### src/hw/pced_pkg.sv
// package: register map, field layout and types for the pin edge interrupt detector
package pced_pkg;
   localparam int unsigned PCED_PINS           = 6;
   localparam int unsigned PCED_ADDR_W         = 8;
   // register byte offsets
   localparam logic [7:0]  PCED_OFF_A_RISE     = 8'h00;
   localparam logic [7:0]  PCED_OFF_A_FALL     = 8'h04;
   localparam logic [7:0]  PCED_OFF_A_FLAGS    = 8'h08;
   localparam logic [7:0]  PCED_OFF_C_RISE     = 8'h0c;
   localparam logic [7:0]  PCED_OFF_C_FALL     = 8'h10;
   localparam logic [7:0]  PCED_OFF_C_FLAGS    = 8'h14;
   localparam logic [7:0]  PCED_OFF_CTRL       = 8'h18;
   localparam logic [7:0]  PCED_OFF_STATUS     = 8'h1c;
   // control register fields
   localparam int unsigned PCED_CTRL_IRQ_EN    = 0;
   localparam int unsigned PCED_CTRL_MOD_OFF   = 1;
   localparam int unsigned PCED_CTRL_SLEEP     = 2;
   // status register fields
   localparam int unsigned PCED_STAT_SUMMARY   = 0;
   localparam int unsigned PCED_STAT_IRQ       = 1;
   localparam int unsigned PCED_STAT_WAKE      = 2;
   // reset values
   localparam logic [5:0]  PCED_RST_PORT       = 6'h00;
   localparam logic [2:0]  PCED_RST_CTRL       = 3'h0;

   typedef logic [PCED_PINS-1:0] pced_pins_t;

   typedef struct packed {
      pced_pins_t rise;
      pced_pins_t fall;
      pced_pins_t flags;
   } pced_port_s;

   typedef struct packed {
      logic                   cyc;
      logic                   stb;
      logic                   we;
      logic [3:0]             sel;
      logic [PCED_ADDR_W-1:0] adr;
      logic [31:0]            dat;
   } pced_wb_req_s;

   typedef struct packed {
      logic        ack;
      logic [31:0] dat;
   } pced_wb_rsp_s;
endpackage : pced_pkg

### src/hw/pced_top.sv
// pin edge interrupt detector with classic wishbone register slave
//
// Local design decisions: the Wishbone register port and the placing of the registers.
`timescale 1ns/1ps
module pced_top #(
   parameter bit HAS_PORTC = 1'b1
) (
   // clock and reset
   input  wire logic                  sys_clk_i,
   input  wire logic                  nrst_i,
   // pins
   input  wire pced_pkg::pced_pins_t  porta_pin_i,
   input  wire pced_pkg::pced_pins_t  portc_pin_i,
   // core state
   input  wire logic                  core_sleep_i,
   // wishbone slave
   input  wire pced_pkg::pced_wb_req_s wb_req_i,
   output logic                       wb_ack_o,
   output logic [31:0]                wb_dat_o,
   // core interrupt and wake
   output logic                       change_irq_o,
   output logic                       change_irq_summary_flag_o,
   output logic                       wake_o
);
   import pced_pkg::*;

   pced_pins_t a_sync1;
   pced_pins_t a_sync2;
   pced_pins_t a_prev;
   pced_pins_t c_sync1;
   pced_pins_t c_sync2;
   pced_pins_t c_prev;
   logic       sleep_sync1;
   logic       sleep_sync2;
   pced_port_s porta;
   pced_port_s portc;
   logic       change_irq_global_enable;
   logic       change_detector_module_off;
   logic       prev_valid;
   logic       wb_hit;
   logic       wr_stb;
   pced_pins_t a_edge;
   pced_pins_t c_edge;
   logic       any_flag;
   logic [31:0] next_rdata;

   // edge detect for one port
   function automatic pced_pins_t edge_hits(input pced_pins_t cur, input pced_pins_t prev,
                                            input pced_pins_t rise, input pced_pins_t fall);
      edge_hits = (cur & ~prev & rise)
                | (~cur & prev & fall);
   endfunction : edge_hits

   // flag update: set wins over write clear
   function automatic pced_pins_t flag_next(input pced_pins_t cur, input pced_pins_t hits,
                                            input logic wr, input pced_pins_t wdata);
      flag_next = (wr ? (cur & wdata) : cur) | hits;
   endfunction : flag_next

   // synchronisers
   always_ff @(posedge sys_clk_i or negedge nrst_i) begin
      if (!nrst_i) begin
         a_sync1     <= PCED_RST_PORT;
         a_sync2     <= PCED_RST_PORT;
         c_sync1     <= PCED_RST_PORT;
         c_sync2     <= PCED_RST_PORT;
         sleep_sync1 <= 1'b0;
         sleep_sync2 <= 1'b0;
      end else begin
         a_sync1     <= porta_pin_i;
         a_sync2     <= a_sync1;
         c_sync1     <= portc_pin_i;
         c_sync2     <= c_sync1;
         sleep_sync1 <= core_sleep_i;
         sleep_sync2 <= sleep_sync1;
      end
   end

   // previous sample; invalid while off so no false edge at re-enable
   always_ff @(posedge sys_clk_i or negedge nrst_i) begin
      if (!nrst_i) begin
         a_prev     <= PCED_RST_PORT;
         c_prev     <= PCED_RST_PORT;
         prev_valid <= 1'b0;
      end else begin
         a_prev     <= a_sync2;
         c_prev     <= c_sync2;
         prev_valid <= !change_detector_module_off;
      end
   end

   always_comb begin
      a_edge = PCED_RST_PORT;
      c_edge = PCED_RST_PORT;
      if (prev_valid && !change_detector_module_off) begin
         a_edge = edge_hits(a_sync2, a_prev, porta.rise, porta.fall);
         if (HAS_PORTC) begin
            c_edge = edge_hits(c_sync2, c_prev, portc.rise, portc.fall);
         end
      end
   end

   assign wb_hit = wb_req_i.cyc && wb_req_i.stb && !wb_ack_o;
   // writes land at the edge that samples ack high
   assign wr_stb = wb_req_i.cyc && wb_req_i.stb && wb_ack_o && wb_req_i.we && wb_req_i.sel[0];

   // control register, never held by the module-off bit
   always_ff @(posedge sys_clk_i or negedge nrst_i) begin
      if (!nrst_i) begin
         change_irq_global_enable   <= PCED_RST_CTRL[PCED_CTRL_IRQ_EN];
         change_detector_module_off <= PCED_RST_CTRL[PCED_CTRL_MOD_OFF];
      end else if (wr_stb && wb_req_i.adr == PCED_OFF_CTRL) begin
         change_irq_global_enable   <= wb_req_i.dat[PCED_CTRL_IRQ_EN];
         change_detector_module_off <= wb_req_i.dat[PCED_CTRL_MOD_OFF];
      end
   end

   // port registers
   always_ff @(posedge sys_clk_i or negedge nrst_i) begin
      if (!nrst_i) begin
         porta <= '0;
         portc <= '0;
      end else if (change_detector_module_off) begin
         porta <= '0;
         portc <= '0;
      end else begin
         if (wr_stb && wb_req_i.adr == PCED_OFF_A_RISE) begin
            porta.rise <= wb_req_i.dat[PCED_PINS-1:0];
         end
         if (wr_stb && wb_req_i.adr == PCED_OFF_A_FALL) begin
            porta.fall <= wb_req_i.dat[PCED_PINS-1:0];
         end
         porta.flags <= flag_next(porta.flags, a_edge,
                                  wr_stb && wb_req_i.adr == PCED_OFF_A_FLAGS,
                                  wb_req_i.dat[PCED_PINS-1:0]);
         if (HAS_PORTC) begin
            if (wr_stb && wb_req_i.adr == PCED_OFF_C_RISE) begin
               portc.rise <= wb_req_i.dat[PCED_PINS-1:0];
            end
            if (wr_stb && wb_req_i.adr == PCED_OFF_C_FALL) begin
               portc.fall <= wb_req_i.dat[PCED_PINS-1:0];
            end
            portc.flags <= flag_next(portc.flags, c_edge,
                                     wr_stb && wb_req_i.adr == PCED_OFF_C_FLAGS,
                                     wb_req_i.dat[PCED_PINS-1:0]);
         end
      end
   end

   assign any_flag = |{porta.flags, portc.flags};

   // read mux
   always_comb begin
      next_rdata = 32'h0000_0000;
      if (!change_detector_module_off || wb_req_i.adr == PCED_OFF_CTRL) begin
         unique case (wb_req_i.adr)
            PCED_OFF_A_RISE:  next_rdata[PCED_PINS-1:0] = porta.rise;
            PCED_OFF_A_FALL:  next_rdata[PCED_PINS-1:0] = porta.fall;
            PCED_OFF_A_FLAGS: next_rdata[PCED_PINS-1:0] = porta.flags;
            PCED_OFF_C_RISE:  next_rdata[PCED_PINS-1:0] = portc.rise;
            PCED_OFF_C_FALL:  next_rdata[PCED_PINS-1:0] = portc.fall;
            PCED_OFF_C_FLAGS: next_rdata[PCED_PINS-1:0] = portc.flags;
            PCED_OFF_CTRL: begin
               next_rdata[PCED_CTRL_IRQ_EN]  = change_irq_global_enable;
               next_rdata[PCED_CTRL_MOD_OFF] = change_detector_module_off;
               next_rdata[PCED_CTRL_SLEEP]   = sleep_sync2;
            end
            PCED_OFF_STATUS: begin
               next_rdata[PCED_STAT_SUMMARY] = change_irq_summary_flag_o;
               next_rdata[PCED_STAT_IRQ]     = change_irq_o;
               next_rdata[PCED_STAT_WAKE]    = wake_o;
            end
            default:          next_rdata = 32'h0000_0000;
         endcase
      end
   end

   // bus answer: one wait state, unmapped reads zero
   always_ff @(posedge sys_clk_i or negedge nrst_i) begin
      if (!nrst_i) begin
         wb_ack_o <= 1'b0;
         wb_dat_o <= 32'h0000_0000;
      end else begin
         wb_ack_o <= wb_hit;
         wb_dat_o <= wb_hit ? next_rdata : 32'h0000_0000;
      end
   end

   // interrupt, summary and wake outputs
   always_ff @(posedge sys_clk_i or negedge nrst_i) begin
      if (!nrst_i) begin
         change_irq_summary_flag_o <= 1'b0;
         change_irq_o              <= 1'b0;
         wake_o                    <= 1'b0;
      end else begin
         change_irq_summary_flag_o <= any_flag;
         change_irq_o              <= any_flag && change_irq_global_enable;
         wake_o                    <= any_flag && change_irq_global_enable
                                      && sleep_sync2;
      end
   end
endmodule : pced_top

### config.mk
export PLATFORM = sky130hd
export DESIGN_NAME = pced_top
export DESIGN_NICKNAME = d
export VERILOG_FILES = /design/src/hw/pced_pkg.sv /design/src/hw/pced_top.sv
export SDC_FILE = /design/constraint.sdc
export NUM_CORES = 1
export LEC_CHECK = 0
export BUFFER_PORTS_ARGS = -buffer_cell sky130_fd_sc_hd__buf_2
export CAP_MARGIN = 20
export CORE_AREA = 5 5 93 95
export CTS_CLUSTER_DIAMETER = 120
export DETAILED_ROUTE_END_ITERATION = 10
export DIE_AREA = 0 0 98 100
export PLACE_DENSITY_LB_ADDON = 0.05
export SLEW_MARGIN = 20
export SYNTH_ARGS = -nofsm -noshare
export SYNTH_HDL_FRONTEND = slang
export SYNTH_SLANG_ARGS = --single-unit
### constraint.sdc
create_clock -name sys_clk_i -period 2.7 [get_ports sys_clk_i]
set_input_delay 0.27 -clock sys_clk_i [delete_from_list [all_inputs] [get_ports sys_clk_i]]
set_output_delay 0.27 -clock sys_clk_i [all_outputs]
set_load 0.03 [all_outputs]
==> impl_metrics.yaml <==
run_status:
  status: "finished, final reports clean"
timing:
  rsz0062_at_grt: "false"
  worst_slack_ns: 1.11
  final.setup_skew_ns: 0.00874
  final.min_clock_period_ns: 1.59
  clock.fmax_mhz: 630
  slew_violations: 0
  setup_violations: 0
  post-route-period-util_pct: 58.8
  hold_viol: 0
  fin_setup_tns_ns: 0
  slew_headroom_pct: 63.4
  tightest_slew_ns: 0.549
synthesis:
  synth_area_leaders: "dfrtp_1, mux2i_1, buf_4"
  synthArstFlopShare_pct: 100
  netlist_area_mm2: 0.00377
  yosys_warnings: 0
  avgSynthCellArea_um2: 11.7
  yosysSeqAreaShare_pct: 57.7
  synth_top_area_share_pct: 57.7
  netlist_instances: 323
  yosys-top-cells-count: "dfrtp_1, mux2i_1, nor2_1"
  synthDistinctLibCells: 41
  synth_most_common_cell: "dfrtp_1"
  synth_edf_count: 0
  synth_top_area_cell: "dfrtp_1"
  synth_flop_cell: "dfrtp_1"
  ys_ff_latch: 87
global_route:
  grt_pass1_vias: 2458
  grt_pass1_wl_mm: 13.4
  grt_max_degree: 44
  grt_remaining_overflow: 0
  antenna_found_initial: 0
  grt_util_all_layers_pct: 17.7
die:
  start_util_pct: 49.3
  core_mm2: 0.00765
  dieArea_mm2: 0.00980
  rows: 32
  io_pins: 98
  fp.dieH_um: 100
  die_x_um: 98
final_layout:
  drive_gt1_share_pct: 21.1
  area_growth_pct: 13.5
  layout.nets: 437
  post-route-util_pct: 56.0
  diodes: 0
  layoutNonFillerInstCount: 481
setup_path:
  cp.arrival_ns: 1.81
  critPathMaxFanout: 8
  end_kind: "flip-flop"
  required_ns: 2.92
  r2r-start: "wb_ack_o$_DFF_PN0_"
  critPathLaunch: "wb_ack_o$_DFF_PN0_"
  criticalPathCategory: "reg2reg"
  worstSetupStartpointType: "flip-flop"
placed_design:
  dp_cells: 457
  routabilityCongestion: 0.803
  io_buffers: 42
  hpwlAfterDp_mm: 5.45
  pre_cts_ws_ns: 0.796
routing:
  vias: 2521
  wire_per_inst_um: 16.9
  drc: 0
  first_pass_iters: 4
  vias_per_cell: 5.24
  antenna_left: 0
  wl_mm: 8.15
  dr.first_iter.drc_count: 101
flow_run:
  max-cap-violations: 0
clocking:
  numCtsBuffers: 9
  cts.sink_count: 87
  cts_tree: "built"
  cts_root_buffer: "clkbuf_8"
  postCtsSetupRepairBufs: 0
  clockBufferDepth: 2
  htreeDepth: 3
  clkTransAtPathRegs_ns: 0.09
  cts.hold.buffers_added: 2
  clock_latency_ns: 0.35
  ctsResizeCount: 0
power_and_ir_drop:
  leakage_uw: 0.00212
  powerDensity_mw_per_mm2: 596
  p_total_uw: 2550
  ir_drop_uv: 322
min_path:
  hp-class: "in2reg"
  hold_start: "porta_pin_i[4]"
-- layer usage --
metal  vias to the layer above  track usage, %  part of all wire, %
met5                         -               0                    0
met4                         0            6.50                  1.8
met3                        13            3.89                  7.4
met2                        88            26.4                   45
met1                      1230            25.6                   46
li1                       1190               -                    -
-- cell type report --
class	count	area, um^2
sequential	87	2180
multi-input combinational	222	1430
timing repair buffer	54	325
tap	102	128
clock buffer	10	138
fill	696	3360
inverter	1	3.75
clock inverter	5	82.6
-- critical path: stages (launching register included) --
cell and delay [ns]:
dfrtp_1 0.48, and4bb_2 0.28, nand4_2 0.35, mux2i_1 0.28
nor2_1 0.06
-- kinds of logic after synthesis --
| kind of cell | after synthesis | synth area share, % |
|---|---|---|
| muxes | 42 | 12.4 |
| and+or+nand+nor | 101 | 15.0 |
| DFF | 87 | 57.7 |
| buffers and inverters | 39 | 6.93 |
| other | 1 | 0.0994 |
| AOI/OAI and AO/OA | 53 | 7.96 |
-- path summary, 6_finish.rpt --
path / cells after the start / slack [ns] / to
min: 1 / 0.02 / a_sync1[4]$_DFF_PN0_
max: 4 / 1.11 / porta[17]$_DFFE_PN0P_
max in group asynchronous: 3 / 1.55 / portc[0]$_DFF_PN0_
min in group asynchronous: 2 / 0.43 / porta[12]$_DFFE_PN0P_
min reg2reg: 0 / 0.34 / a_sync2[0]$_DFF_PN0_
max reg2reg: 4 / 1.11 / porta[17]$_DFFE_PN0P_
-- layout by cell type, fill, tap and decap left out, types with 4 or more instances in the layout --
master and count:
dfrtp_1 87, buf_2 41, mux2i_1 32, nor2_1 31, nand2_1 28, o21ai_0 26, conb_1 26, a21oi_1 16
nand3b_1 12, clkbuf_8 10, dlygate4sd3_1 9, mux2_2 7, nand4_2 4, buf_4 4
-- stage by stage --
step	instance area (um^2)	hold slack, ns
4_1_cts	4210	0.000191
6_report	4280	0.0194
3_3_place_gp	3970	0.300
2_1_floorplan	3870	-0.0256
5_1_grt	4280	0.00103
3_5_place_dp	3970	0.297
-- registers in the layout, indices dropped and copies added, names as in the netlist, 6 cells and up --
register / flops
a_sync1: 6
a_prev: 6
porta: 18
wb_dat_o: 6
c_prev: 6
portc: 18
a_sync2: 6
c_sync2: 6
c_sync1: 6
-- where the power goes --
group | switching (uW) | internal, uW
sequential | 23.0 | 1340
clock | 451 | 543
combinational | 132 | 63.2
(Power assumes the default switching activity.)
